$ cat config.mk
export PLATFORM = sky130hd
export DESIGN_NAME = ivcr_dev_flat
export DESIGN_NICKNAME = d
export VERILOG_FILES = /design/src/verilog/ivcr_pkg.sv /design/src/verilog/ivcr_if.sv /design/src/verilog/ivcr_dev.sv /design/src/flat_wrapper.sv
export SDC_FILE = /design/constraint.sdc
export NUM_CORES = 1
export LEC_CHECK = 0
export BUFFER_PORTS_ARGS = -buffer_cell sky130_fd_sc_hd__buf_2
export CAP_MARGIN = 25
export CORE_UTILIZATION = 59
export DETAILED_ROUTE_END_ITERATION = 12
export MAX_ROUTING_LAYER = met4
export PLACE_DENSITY = 0.83
export SKIP_CTS_REPAIR_TIMING = 1
export SLEW_MARGIN = 40
export SYNTH_ARGS = -nofsm -noshare
export SYNTH_HDL_FRONTEND = slang
export SYNTH_SLANG_ARGS = --single-unit
$ cat constraint.sdc
create_clock -name clk -period 24.6 [get_ports clk]
set_input_delay 3.69 -clock clk [delete_from_list [all_inputs] [get_ports clk]]
set_output_delay 3.69 -clock clk [all_outputs]
set_load 0.05 [all_outputs]
$ cat src/verilog/ivcr_pkg.sv
// Constants and types shared by both ends of the interrupt vector/channel block
`default_nettype none
package ivcr_pkg;
    // ------------------------------------------------------------
    // Register offsets (printed register numbers)
    // ------------------------------------------------------------
    localparam logic [7:0] OFS_STD_CHANNEL_MASK_HIGH = 8'hf5;
    localparam logic [7:0] OFS_EXT_VECTOR_AND_TOPLEVEL_SELECT = 8'hf6;
    localparam logic [7:0] OFS_STD_CHANNEL_MASK_LOW = 8'hf6;
    localparam logic [7:0] OFS_NESTED_HOLD_CONTROL = 8'hf7;
    localparam logic [7:0] OFS_STD_TRIGGER_EDGE_HIGH = 8'hf7;
    localparam logic [7:0] OFS_STD_TRIGGER_EDGE_LOW = 8'hf8;
    localparam logic [7:0] OFS_STD_PENDING_HIGH = 8'hf9;
    localparam logic [7:0] OFS_STD_PENDING_LOW = 8'hfa;
    localparam logic [7:0] OFS_STD_VECTOR_AND_WINNER = 8'hfb;
    localparam logic [7:0] OFS_STD_PRIORITY_HIGH = 8'hfc;
    localparam logic [7:0] OFS_STD_PRIORITY_LOW = 8'hfd;
    // Controller registers of the core end
    localparam logic [7:0] OFS_CORE_CONTROL = 8'h10;
    localparam logic [7:0] OFS_CORE_STATUS = 8'h11;
    localparam logic [7:0] OFS_CORE_HOLD_LEVEL = 8'h12;
    // ------------------------------------------------------------
    // Field positions and reset values
    // ------------------------------------------------------------
    localparam int POS_EDGE_SEL = 3;
    localparam int POS_TL_SRC = 2;
    localparam int POS_A0_SRC = 1;
    localparam int POS_WAIT_EN = 0;
    localparam int POS_NONMASK = 7;
    localparam logic [3:0] RST_EXT_LOW = 4'h6;
    localparam logic [7:0] RST_ZERO = 8'h00;
    localparam logic [7:0] RST_PRIO = 8'hff;
    localparam logic [3:0] RST_WINNER = 4'hf;
    localparam logic [1:0] RST_PRIO_I = 2'h3;
    localparam int NUM_CHAN = 9;
    localparam int NUM_HOLD = 7;
    localparam logic [3:0] CODE_I0 = 4'h8;
    localparam logic [2:0] LVL_LOWEST = 3'h7;
    // Arbitration sample period in clocks
    localparam int ARB_PERIOD = 5;
    // Core control bit positions
    localparam int POS_GIE = 0;
    localparam int POS_TLI = 1;
    localparam int POS_NEST = 2;
    // Core arbitration states
    typedef enum logic [3:0] {
        ST_IDLE = 4'b0001,
        ST_ARB = 4'b0010,
        ST_SERVE = 4'b0100,
        ST_TOP = 4'b1000
    } ivcr_state_type;
endpackage
`default_nettype wire

$ cat src/verilog/ivcr_if.sv
// Link between the channel register bank and the CPU core end
`default_nettype none
interface ivcr_if;
    logic [7:0] addr;       // Register address
    logic [7:0] wdata;      // Write data
    logic wr;               // Write strobe
    logic rd;               // Read strobe
    logic [7:0] rdata;      // Read data, one cycle after rd
    logic gie;              // Global maskable enable
    logic tl_mode;          // Top-level mode bit
    logic tl_pend;          // Top-level pending
    logic tl_ack;           // Top-level acknowledge pulse
    logic arb_start;        // Arbitration start phase pulse
    logic chan_req;         // Any channel request (level)
    logic [3:0] winner;     // Latched winner code
    logic [2:0] win_level;  // Priority level of winner
    logic ch_ack;           // Channel acknowledge pulse
    logic [3:0] ack_code;   // Channel being acknowledged
    logic tl_req;           // Top-level request
    logic [6:0] hold_set;   // Set hold-level bits pulse
    logic [6:0] hold_clr;   // Clear hold-level bits pulse
    modport dev (input addr, wdata, wr, rd, gie, tl_mode, tl_pend, arb_start, ch_ack,
        ack_code, hold_set, hold_clr, output rdata, chan_req, winner, win_level, tl_req);
    modport core (output addr, wdata, wr, rd, gie, tl_mode, tl_pend, arb_start, ch_ack,
        ack_code, hold_set, hold_clr, input rdata, chan_req, winner, win_level, tl_req);
endinterface
`default_nettype wire

$ cat src/verilog/ivcr_dev.sv
// Channel register bank: source select, masks, edges, pending, winner, priority
// What this block does
// - External vector high nibble not reset
// - Edge select picks nonmaskable input edge
// - Top-level source: watchdog or nonmaskable pin
// - Channel A0 source: watchdog or pin
// - Wait enable gates memory wait input
// - Nonmaskable bit set-only, reset clears
// - Top-level request gating by nonmaskable bit
// - Hold-level bits track preempted nested levels
// - Channel I0 mask enables its interrupt
// - Eight masks for E0 to H1
// - Edge bit selects falling or rising trigger
// - Software sets I0 rising for serial
// - Software sets bus controller channels rising
// - Edge ignored during edge-register write
// - Edge sets pending, acknowledge clears
// - Software one sets pending bit
// - Standard vector high bits not reset
// - Four-bit winner code in bits 4:1
// - Winner latched at arbitration start
// - Vector register bit 0 reads zero
// - Pair I priority, odd/even low bit
// - Level zero highest, seven lowest
//
// The strobed register port was chosen for this implementation.
`default_nettype none
module ivcr_dev
    import ivcr_pkg::*;
(
    input wire logic clk,                   // 250 MHz clock
    input wire logic rst_b,                 // Async reset, active low
    ivcr_if.dev bus,                        // Core side
    input wire logic [NUM_CHAN-1:0] chan_line, // Channel E0..I0 lines
    input wire logic nmi_line,              // Nonmaskable pin
    input wire logic wdog_eoc,              // Watchdog end of count
    input wire logic ext_a0_line,           // External channel A0 pin
    input wire logic memory_wait_input,     // External wait pin
    output logic ext_channel_a0,            // Routed channel A0 source
    output logic ext_wait,                  // Gated wait to memory logic
    output logic tl_event                   // Top-level trigger event
);
    // ------------------------------------------------------------
    // Register state
    // ------------------------------------------------------------
    logic [7:4] ext_vec_ff;
    logic [3:0] ext_sel_ff;
    logic nonmask_ff;
    logic [6:0] hold_ff;
    logic [NUM_CHAN-1:0] mask_ff, edge_ff, pend_ff, line_ff;
    logic [7:5] std_vec_ff;
    logic [3:0] winner_ff;
    logic [7:0] prio_low_ff;
    logic [1:0] prio_i_ff;
    logic [7:0] rdata_ff;
    logic tl_src_ff, tl_event_ff, chan_req_ff, tl_req_ff;
    logic ext_a0_ff, ext_wait_ff;
    logic [2:0] win_level_ff;
    // ------------------------------------------------------------
    // Decode
    // ------------------------------------------------------------
    wire wr_ext = bus.wr && bus.addr == OFS_EXT_VECTOR_AND_TOPLEVEL_SELECT;
    wire wr_nhc = bus.wr && bus.addr == OFS_NESTED_HOLD_CONTROL;
    wire wr_mh = bus.wr && bus.addr == OFS_STD_CHANNEL_MASK_HIGH;
    wire wr_ml = bus.wr && bus.addr == OFS_STD_CHANNEL_MASK_LOW;
    wire wr_eh = bus.wr && bus.addr == OFS_STD_TRIGGER_EDGE_HIGH;
    wire wr_el = bus.wr && bus.addr == OFS_STD_TRIGGER_EDGE_LOW;
    wire wr_ph = bus.wr && bus.addr == OFS_STD_PENDING_HIGH;
    wire wr_pl = bus.wr && bus.addr == OFS_STD_PENDING_LOW;
    wire wr_sv = bus.wr && bus.addr == OFS_STD_VECTOR_AND_WINNER;
    wire wr_pr = bus.wr && bus.addr == OFS_STD_PRIORITY_HIGH;
    wire wr_prl = bus.wr && bus.addr == OFS_STD_PRIORITY_LOW;
    wire edge_wr = wr_eh || wr_el;
    // Level of channel n: pair bits then odd/even bit
    function automatic logic [2:0] chan_level(input logic [3:0] code,
        input logic [7:0] lo, input logic [1:0] hi);
        logic [2:0] pair;
        pair = 3'h0;
        if (code == CODE_I0) begin
            return {hi, 1'b0};
        end
        pair = code[3:1];
        return {lo[2*pair+1], lo[2*pair], code[0]};
    endfunction
    // ------------------------------------------------------------
    // Edge detection and pending
    // ------------------------------------------------------------
    wire [NUM_CHAN-1:0] rise = chan_line & ~line_ff;
    wire [NUM_CHAN-1:0] fall = ~chan_line & line_ff;
    wire [NUM_CHAN-1:0] trig = ((rise & edge_ff) | (fall & ~edge_ff))
        & {NUM_CHAN{~edge_wr}};
    wire [NUM_CHAN-1:0] sw_set = {wr_ph & bus.wdata[0],
        {8{wr_pl}} & bus.wdata};
    logic [NUM_CHAN-1:0] ack_vec;
    always_comb begin
        ack_vec = '0;
        if (bus.ch_ack && bus.ack_code <= CODE_I0) begin
            ack_vec[bus.ack_code] = 1'b1;
        end
    end
    // Set wins over acknowledge clear
    wire [NUM_CHAN-1:0] nxt_pend = (pend_ff & ~ack_vec) | trig | sw_set;
    wire [NUM_CHAN-1:0] active = pend_ff & mask_ff & {NUM_CHAN{bus.gie}};
    // Arbitration winner: lowest level, then lowest code
    logic [3:0] best_code;
    logic [2:0] best_lvl;
    logic best_hit;
    always_comb begin
        best_code = '0;
        best_lvl = LVL_LOWEST;
        best_hit = 1'b0;
        for (int i = 0; i < NUM_CHAN; i++) begin
            if (active[i] && (!best_hit ||
                chan_level(4'(i), prio_low_ff, prio_i_ff) < best_lvl)) begin
                best_hit = 1'b1;
                best_code = 4'(i);
                best_lvl = chan_level(4'(i), prio_low_ff, prio_i_ff);
            end
        end
    end
    // ------------------------------------------------------------
    // Top-level source and gating
    // ------------------------------------------------------------
    wire tl_src = ext_sel_ff[POS_TL_SRC] ? nmi_line : wdog_eoc;
    wire tl_edge = ext_sel_ff[POS_EDGE_SEL] ? (tl_src & ~tl_src_ff)
        : (~tl_src & tl_src_ff);
    wire nxt_tl_req = nonmask_ff ? bus.tl_pend
        : (bus.gie & bus.tl_mode & bus.tl_pend);
    wire nxt_a0 = ext_sel_ff[POS_A0_SRC] ? ext_a0_line : wdog_eoc;
    wire nxt_wait = ext_sel_ff[POS_WAIT_EN] & memory_wait_input;
    // Read mux
    logic [7:0] nxt_rdata;
    always_comb begin
        case (bus.addr)
            OFS_STD_CHANNEL_MASK_HIGH: nxt_rdata = {7'h00, mask_ff[8]};
            OFS_STD_CHANNEL_MASK_LOW: nxt_rdata = mask_ff[7:0];
            OFS_NESTED_HOLD_CONTROL: nxt_rdata = {nonmask_ff, hold_ff};
            OFS_STD_TRIGGER_EDGE_LOW: nxt_rdata = edge_ff[7:0];
            OFS_STD_PENDING_HIGH: nxt_rdata = {7'h00, pend_ff[8]};
            OFS_STD_PENDING_LOW: nxt_rdata = pend_ff[7:0];
            OFS_STD_VECTOR_AND_WINNER: nxt_rdata = {std_vec_ff, winner_ff, 1'b0};
            OFS_STD_PRIORITY_HIGH: nxt_rdata = {6'h00, prio_i_ff};
            OFS_STD_PRIORITY_LOW: nxt_rdata = prio_low_ff;
            default: nxt_rdata = 8'h00;
        endcase
    end
    // ------------------------------------------------------------
    // Registers with reset
    // ------------------------------------------------------------
    // Shared offsets 0xf6/0xf7 write both the page-0 and channel copies
    always_ff @(posedge clk or negedge rst_b) begin
        if (!rst_b) begin
            ext_sel_ff <= RST_EXT_LOW;
            nonmask_ff <= 1'b0;
            hold_ff <= '0;
            mask_ff <= '0;
            edge_ff <= '0;
            pend_ff <= '0;
            line_ff <= '0;
            winner_ff <= RST_WINNER;
            prio_low_ff <= RST_PRIO;
            prio_i_ff <= RST_PRIO_I;
            rdata_ff <= RST_ZERO;
            tl_src_ff <= 1'b0;
            tl_event_ff <= 1'b0;
            chan_req_ff <= 1'b0;
            tl_req_ff <= 1'b0;
            ext_a0_ff <= 1'b0;
            ext_wait_ff <= 1'b0;
            win_level_ff <= LVL_LOWEST;
        end else begin
            if (wr_ext) ext_sel_ff <= bus.wdata[3:0];
            if (wr_nhc && bus.wdata[POS_NONMASK]) nonmask_ff <= 1'b1;
            hold_ff <= (hold_ff & ~bus.hold_clr) | bus.hold_set;
            if (wr_mh) mask_ff[8] <= bus.wdata[0];
            if (wr_ml) mask_ff[7:0] <= bus.wdata;
            if (wr_eh) edge_ff[8] <= bus.wdata[0];
            if (wr_el) edge_ff[7:0] <= bus.wdata;
            pend_ff <= nxt_pend;
            line_ff <= chan_line;
            if (bus.arb_start && best_hit) begin
                winner_ff <= best_code;
                win_level_ff <= best_lvl;
            end
            if (wr_pr) prio_i_ff <= bus.wdata[1:0];
            if (wr_prl) prio_low_ff <= bus.wdata;
            rdata_ff <= nxt_rdata;
            tl_src_ff <= tl_src;
            tl_event_ff <= tl_edge;
            chan_req_ff <= |active;
            tl_req_ff <= nxt_tl_req;
            ext_a0_ff <= nxt_a0;
            ext_wait_ff <= nxt_wait;
        end
    end
    // Vector high bits keep no reset value
    always_ff @(posedge clk) begin
        if (wr_ext) ext_vec_ff <= bus.wdata[7:4];
        if (wr_sv) std_vec_ff <= bus.wdata[7:5];
    end
    // ------------------------------------------------------------
    // Outputs
    // ------------------------------------------------------------
    assign bus.rdata = rdata_ff;
    assign bus.chan_req = chan_req_ff;
    assign bus.winner = winner_ff;
    assign bus.win_level = win_level_ff;
    assign bus.tl_req = tl_req_ff;
    assign ext_channel_a0 = ext_a0_ff;
    assign ext_wait = ext_wait_ff;
    assign tl_event = tl_event_ff;
endmodule
`default_nettype wire

$ cat src/flat_wrapper.sv
// flat-port wrapper written by rule: the top's interface ports become plain ports
module ivcr_dev_flat import ivcr_pkg::*;
  (clk, rst_b, chan_line, nmi_line, wdog_eoc, ext_a0_line, memory_wait_input, ext_channel_a0, ext_wait, tl_event, bus_addr, bus_wdata, bus_wr, bus_rd, bus_gie, bus_tl_mode, bus_tl_pend, bus_arb_start, bus_ch_ack, bus_ack_code, bus_hold_set, bus_hold_clr, bus_rdata, bus_chan_req, bus_winner, bus_win_level, bus_tl_req);
  ivcr_if bus_i ();
  input wire logic clk;
  input wire logic rst_b;
  input wire logic [NUM_CHAN-1:0] chan_line;
  input wire logic nmi_line;
  input wire logic wdog_eoc;
  input wire logic ext_a0_line;
  input wire logic memory_wait_input;
  output logic ext_channel_a0;
  output logic ext_wait;
  output logic tl_event;
  input wire logic [$bits(bus_i.addr)-1:0] bus_addr;
  input wire logic [$bits(bus_i.wdata)-1:0] bus_wdata;
  input wire logic [$bits(bus_i.wr)-1:0] bus_wr;
  input wire logic [$bits(bus_i.rd)-1:0] bus_rd;
  input wire logic [$bits(bus_i.gie)-1:0] bus_gie;
  input wire logic [$bits(bus_i.tl_mode)-1:0] bus_tl_mode;
  input wire logic [$bits(bus_i.tl_pend)-1:0] bus_tl_pend;
  input wire logic [$bits(bus_i.arb_start)-1:0] bus_arb_start;
  input wire logic [$bits(bus_i.ch_ack)-1:0] bus_ch_ack;
  input wire logic [$bits(bus_i.ack_code)-1:0] bus_ack_code;
  input wire logic [$bits(bus_i.hold_set)-1:0] bus_hold_set;
  input wire logic [$bits(bus_i.hold_clr)-1:0] bus_hold_clr;
  output wire logic [$bits(bus_i.rdata)-1:0] bus_rdata;
  output wire logic [$bits(bus_i.chan_req)-1:0] bus_chan_req;
  output wire logic [$bits(bus_i.winner)-1:0] bus_winner;
  output wire logic [$bits(bus_i.win_level)-1:0] bus_win_level;
  output wire logic [$bits(bus_i.tl_req)-1:0] bus_tl_req;
  assign bus_i.addr = bus_addr;
  assign bus_i.wdata = bus_wdata;
  assign bus_i.wr = bus_wr;
  assign bus_i.rd = bus_rd;
  assign bus_i.gie = bus_gie;
  assign bus_i.tl_mode = bus_tl_mode;
  assign bus_i.tl_pend = bus_tl_pend;
  assign bus_i.arb_start = bus_arb_start;
  assign bus_i.ch_ack = bus_ch_ack;
  assign bus_i.ack_code = bus_ack_code;
  assign bus_i.hold_set = bus_hold_set;
  assign bus_i.hold_clr = bus_hold_clr;
  assign bus_rdata = bus_i.rdata;
  assign bus_chan_req = bus_i.chan_req;
  assign bus_winner = bus_i.winner;
  assign bus_win_level = bus_i.win_level;
  assign bus_tl_req = bus_i.tl_req;
  ivcr_dev u_core (.clk(clk), .rst_b(rst_b), .bus(bus_i), .chan_line(chan_line), .nmi_line(nmi_line), .wdog_eoc(wdog_eoc), .ext_a0_line(ext_a0_line), .memory_wait_input(memory_wait_input), .ext_channel_a0(ext_channel_a0), .ext_wait(ext_wait), .tl_event(tl_event));
endmodule
==> metrics.cfg, run 1 <==
[status]
status=complete, no violations

[floorplan]
coreArea_um2=6910
start_util_pct=62.3
dieWidth_um=87.4
die_h_um=87.4
fp-row-count=30
ios=76
dieArea_um2=7640

[power]
p_comb_share_pct=19.8
ir_drop_uv=49.8
powerDensity_nw_per_um2=62.4
p_sw_share_pct=32.4
p_int_w=0.000210
seqPwrFrac_pct=49.2
netSwitchingPower_w=0.000101
p_leak_nw=2.35
clock_power_share_pct=30.9

[run]
cap_viol_max_count=0

[timing]
min_period_over_period_pct=53.5
setup_viol=0
report.final.hold_viol_count=0
fmax_ghz=0.0759
worst_pin_slew_ns=0.737
fin_crit_ns=13.17
setup_ws_ns=11.43
finalMaxSlewViolations=0
slew_headroom_pct=50.8
worst_clock_skew_ns=0.00961
rsz0062_at_grt=no
tns_ns=0

[placement]
placed_area_um2=4770
gp_congestion=0.900
dp_cells=572
port_buffers=74
dpl.hpwl_um=7800
post-place-ws_ns=11.14

[final_layout]
multi_input_area_um2=2170
seq_area_um2=2040
nNetsFinal=554
syn2layout_area_growth_pct=15.8
drive_gt1_share_pct=33.5
n_antenna_cell=0
fillers=541
mostFrequentLayoutCells=buf_2, nand2_1, dfrtp_1, mux2_2, dfstp_2
final_common_cell=buf_2
design_area_um2=4980
final_cells=588

[grt]
grt_pass1_vias=3390
grt_pass1_wl_um=17000
grt_start_max_net_pins=78
antenna_found_initial=0
grt_usage_pct=30.8
overflow=0

[clock_network]
clkLatencyLatePin_ns=0.36
tritoncts=built
cts_root_buf=clkbuf_8
numCtsBuffers=9
cts_num_sinks=80
clkSlewWorstSetupHoldPaths_ns=0.08
cts.path.max_buffers=2
cts-htree-levels=3

[hold_path]
hp-start=u_core.bus.win_level[0]
hold_end=u_core.bus.win_level[0]
min_path_cells=2
min_path_type=reg -> reg

[yosys]
yosysSeqAreaShare_pct=47.4
yosys.area_share.simple_pct=16.3
synth_compound_area_share_pct=20.0
ys_warn_count=0
muxShareOfSynthArea_pct=10.8
syn_area_um2=4300
synth.distinct_cells=57
synth_cells=410
ys.flop_type=dfrtp_1
synthArstFlopShare_pct=96.3
synth-edff-count=3
synth_xor_xnor_area_share_pct=0
syn_area_per_cell_um2=10.5
ys_ff_latch=80
synth_top_family_by_area=compound AO/OA/AOI/OAI gates
syn-num-nets=477
synth-adder-area-share_pct=3.20

[critical_path]
r2r_slack_ns=14.45
reg2reg_to=u_core.bus.win_level[1]
startpoint_type=primary input
reg2reg_depth=46
crit_path_end_kind=register
worstPathArrival_ns=13.46
cpMaxStageDelayCell=or4_4
path_common_cell=ha_1
cp_max_fo=12
worstPathRequired_ns=24.89
critPathKind=in -> reg
worst_r2r_startpoint=u_core.mask_ff[0]
slowest_delay_ns=0.45

[drt]
drtAntennaViolNets=0
drtPass1Iterations=5
routed_wl_um=10500
drc=0
vias=3575
drt-wirelength-per-cell_um=17.8
drtIter0Drc=200
via_per_inst=6.08

power groups by stage:
stage	Sequential (W)	Combinational, W	Clock, W
2_1_floorplan	0.000168	0.0000279	0
3_3_place_gp	0.000155	0.0000597	0
3_5_place_dp	0.000155	0.0000615	0
4_1_cts	0.000153	0.0000617	0.0000972
5_1_grt	0.000154	0.0000675	0.000103
6_report	0.000153	0.0000617	0.0000961
metrics by stage:
step | util, % | power [W] | hold slack, ns
after floorplan | - | 0.000196 | 0.442
after global routing | 72.1 | 0.000324 | 0.494
final | 72.1 | 0.000311 | 0.470
after CTS | 72.0 | 0.000312 | 0.468
after detailed placement | 69.1 | 0.000217 | 0.455
after global placement | 69.1 | 0.000214 | 0.452
routing by layer:
metal	track usage, %	share of wire [%]	routed length (um)
met2	46.5	48	5020
met1	41.2	43	4530
met4	11.6	2.7	286
met3	6.35	6.1	637
met5	-	0	0
synth_stat cells, types with 5 or more instances:
cell type  count  area (um^2)
a31oi_1        5         31.3
dfstp_2       19          499
a22o_1         9         78.8
a21oi_1       18         90.1
o21ai_1        7         35.0
nor3b_1        8         60.1
mux2i_1        6         60.1
ha_1          11          138
nor2_1        17         63.8
mux2_2        36          405
a22oi_1       14          105
inv_1         15         56.3
o211ai_1       8         60.1
o21ai_0       16         80.1
clkbuf_1       8         30.0
nor3_1         5         25.0
nand3_1       15         75.1
a21o_1        12         90.1
nor2b_1       13         81.3
nand2_1       58          218
dfrtp_1       58         1450
critical path, delay by kind of cell:
family | cells | cell delay, ns
AO/OA/AOI/OAI | 18 | 3.37
adder cells (fa/ha/maj) | 7 | 1.87
buffers and inverters | 5 | 0.63
multiplexers | 5 | 1.27
AND/OR/NAND/NOR | 12 | 2.63
flip-flops by register name, summed over array words and instances (netlist names), 4 cells and up:
register	flops
u_core.bus.rdata	8
u_core.bus.winner	4
u_core.edge_ff	9
u_core.hold_ff	7
u_core.line_ff	9
u_core.mask_ff	9
u_core.pend_ff	9
u_core.prio_low_ff	8
layout make-up:
cell class	instances	share of cell area, %
timing repair buffer	76	7.86
clock inverter	6	0.980
clock buffer	10	2.99
inverter	16	1.21
multi-input combinational	304	43.6
tap	96	2.41
sequential	80	41.0
kinds of logic (layout without fill, tap and decap cells):
group                    after synthesis  after routing
AND/OR/NAND/NOR                      139            139
AO/OA/AOI/OAI                        112            112
flip-flops                            80             80
multiplexers                          42             42
buffers and inverters                 26            108
adder cells (fa/ha/maj)               11             11
how the worst max path moves through the flow:
| stage | from | endpoint | slack, ns | cells past startpoint |
|---|---|---|---|---|
| final | bus_gie | u_core.bus.win_level[1] | 11.43 | 47 |
| after global routing | bus_gie | u_core.bus.win_level[1] | 10.72 | 47 |
| after CTS | bus_gie | u_core.bus.win_level[1] | 11.51 | 47 |
| after detailed placement | bus_gie | u_core.bus.win_level[1] | 11.14 | 47 |
| after global placement | bus_gie | u_core.bus.win_level[1] | 11.35 | 47 |
| after floorplan | bus_gie | u_core.bus.win_level[1] | 12.47 | 46 |
(Power assumes the default switching activity.)
==> inputs of run 2 (changes only) <==
CORE_UTILIZATION = 51   (was 59)
PLACE_DENSITY = 0.76   (was 0.83)
clock period = 11.7 ns   (was 24.6 ns; I/O delays follow)
==> metrics.cfg, run 2 (synthesis gave the netlist of run 1 again) <==
[drt]
drtIter0Drc=339  ; was 200
drt-wirelength-per-cell_um=17.3  ; was 17.8 um
via_per_inst=5.88  ; was 6.08
vias=3516  ; was 3,575
drtPass1Iterations=4  ; was 5
drtAntennaViolNets=0  ; unchanged
drc=0  ; unchanged
routed_wl_um=10300  ; was 10,500 um

[power]
p_sw_share_pct=32.7  ; was 32.4%
p_int_w=0.000444  ; was 0.000210 W
netSwitchingPower_w=0.000216  ; was 0.000101 W
clock_power_share_pct=31.8  ; was 30.9%
seqPwrFrac_pct=48.8  ; was 49.2%
powerDensity_nw_per_um2=132  ; was 62.4 nW/um^2
p_comb_share_pct=19.4  ; was 19.8%
p_leak_nw=2.36  ; was 2.35 nW
p_total_w=0.000660  ; was 0.000311 W
ir_drop_uv=87.0  ; was 49.8 uV

[timing]
min_period_over_period_pct=93.1
report.final.hold_viol_count=0  ; unchanged
fin_crit_ns=10.89
worst_pin_slew_ns=0.820  ; was 0.737 ns
setup_viol=0  ; unchanged
fmax_ghz=0.0918
worst_clock_skew_ns=0.0128  ; was 0.00961 ns
tns_ns=0  ; unchanged
slew_headroom_pct=45.1  ; was 50.8%
finalMaxSlewViolations=0  ; unchanged
rsz0062_at_grt=no  ; unchanged

[hold_path]
min_path_type=reg -> reg  ; unchanged

[critical_path]
r2r_slack_ns=1.62  ; was 14.45 ns
path_common_cell=ha_1  ; unchanged
crit_family=compound AO/OA/AOI/OAI gates  ; unchanged
worstPathRequired_ns=11.99  ; was 24.89 ns
worst-path-buf-inv=5  ; unchanged
critPathKind=in -> reg  ; unchanged
worstPathArrival_ns=11.18  ; was 13.46 ns
cp_max_fo=6  ; was 12
startpoint_type=primary input  ; unchanged
slowest_delay_ns=0.44  ; was 0.45 ns
cpMaxStageDelayCell=or4_4  ; unchanged
crit_path_end_kind=register  ; unchanged

[final_layout]
nNetsFinal=555  ; was 554
final_cells=598  ; was 588
final_common_cell=buf_2  ; unchanged
n_antenna_cell=0  ; unchanged
syn2layout_area_growth_pct=16.3  ; was 15.8%
mostFrequentLayoutCells=buf_2, nand2_1, dfrtp_1, mux2_2, dfstp_2  ; unchanged
drive_gt1_share_pct=33.5  ; about the same
fillers=723  ; was 541

[floorplan]
dieWidth_um=93.8  ; was 87.4 um
dieArea_um2=8810  ; was 7640 um^2
ios=76  ; unchanged
coreArea_um2=8180  ; was 6910 um^2
fp-row-count=33  ; was 30
start_util_pct=52.6  ; was 62.3%
die_h_um=93.8  ; was 87.4 um

[grt]
grt_usage_pct=26.3  ; was 30.8%
grt_pass1_wl_um=17100  ; was 17,000 um
grt_start_max_net_pins=78  ; unchanged
grt_pass1_vias=3386  ; was 3,390
overflow=0  ; unchanged
antenna_found_initial=0  ; unchanged

[run]
cap_viol_max_count=0  ; unchanged

[placement]
dpl.hpwl_um=7800  ; about the same
gp_congestion=0.895  ; was 0.900
dp_cells=582  ; was 572
port_buffers=74  ; unchanged

[status]
status=complete, no violations  ; unchanged

[clock_network]
clkLatencyLatePin_ns=0.36  ; about the same
cts.path.max_buffers=2  ; unchanged
cts_num_sinks=80  ; unchanged
tritoncts=built  ; unchanged
cts-htree-levels=3  ; unchanged
cts_root_buf=clkbuf_8  ; unchanged
numCtsBuffers=9  ; unchanged
clkSlewWorstSetupHoldPaths_ns=0.09  ; was 0.08 ns

-- run 2: cell count changes in the layout (fill, tap and decap cells not counted), sizes merged --
| cell | before | now |
|---|---|---|
| buf | 76 | 77 |
| clkinv | 4 | 2 |
| clkinvlp | 0 | 1 |
| inv | 18 | 19 |
-- run 2: worst min-delay path, cell delays in order, from the launching register on --
cell	delay [ns]
dfstp_2	0.38
nand2_1	0.05
nand2_1	0.05
-- run 2: routing by layer --
metal / vias to the layer above / track usage, % / part of all wire, %
li1: 1663 / - / -
met4: 0 / 8.85 / 1.6
met5: - / - / 0
met1: 1730 / 35.3 / 45
met3: 14 / 4.13 / 5.0
met2: 109 / 40.9 / 49
-- run 2: power by group through the flow --
stage / registers (W) / logic (W) / clock network (W)
after floorplan: 0.000354 / 0.0000587 / 0
after CTS: 0.000322 / 0.000129 / 0.000215
final: 0.000322 / 0.000128 / 0.000210
after global placement: 0.000326 / 0.000125 / 0
after global routing: 0.000324 / 0.000141 / 0.000228
after detailed placement: 0.000327 / 0.000128 / 0
-- run 2: worst paths after layout --
kind,from,endpoint,cells after the start
hold / removal,u_core.ext_sel_ff[1],u_core.ext_sel_ff[1],2
max in group asynchronous,rst_b,u_core.bus.rdata[7],1
min in group asynchronous,rst_b,u_core.bus.tl_req,1
setup / recovery,bus_gie,u_core.bus.win_level[1],47
hold reg to reg,u_core.ext_sel_ff[1],u_core.ext_sel_ff[1],2
setup reg to reg,u_core.pend_ff[0],u_core.bus.win_level[1],46
-- run 2: cell type report --
| cell class | count | area [um^2] | area share (%) |
|---|---|---|---|
| multi-input combinational | 304 | 2170 | 43.3 |
| sequential | 80 | 2040 | 40.8 |
| timing repair buffer | 77 | 399 | 7.98 |
| clock buffer | 10 | 149 | 2.98 |
| tap | 105 | 131 | 2.63 |
| inverter | 16 | 60.1 | 1.20 |
| clock inverter | 6 | 56.3 | 1.13 |
-- run 2: metrics by stage --
step           hold WS (ns)  util [%]  setup WS, ns  instance area, um^2
2_1_floorplan         0.442         -          1.51                 4300
3_3_place_gp          0.448      58.6         0.571                 4790
3_5_place_dp          0.459      58.7         0.362                 4800
4_1_cts               0.475      61.2         0.712                 5000
5_1_grt               0.497      61.2        0.0606                 5000
6_report              0.469      61.2         0.806                 5000
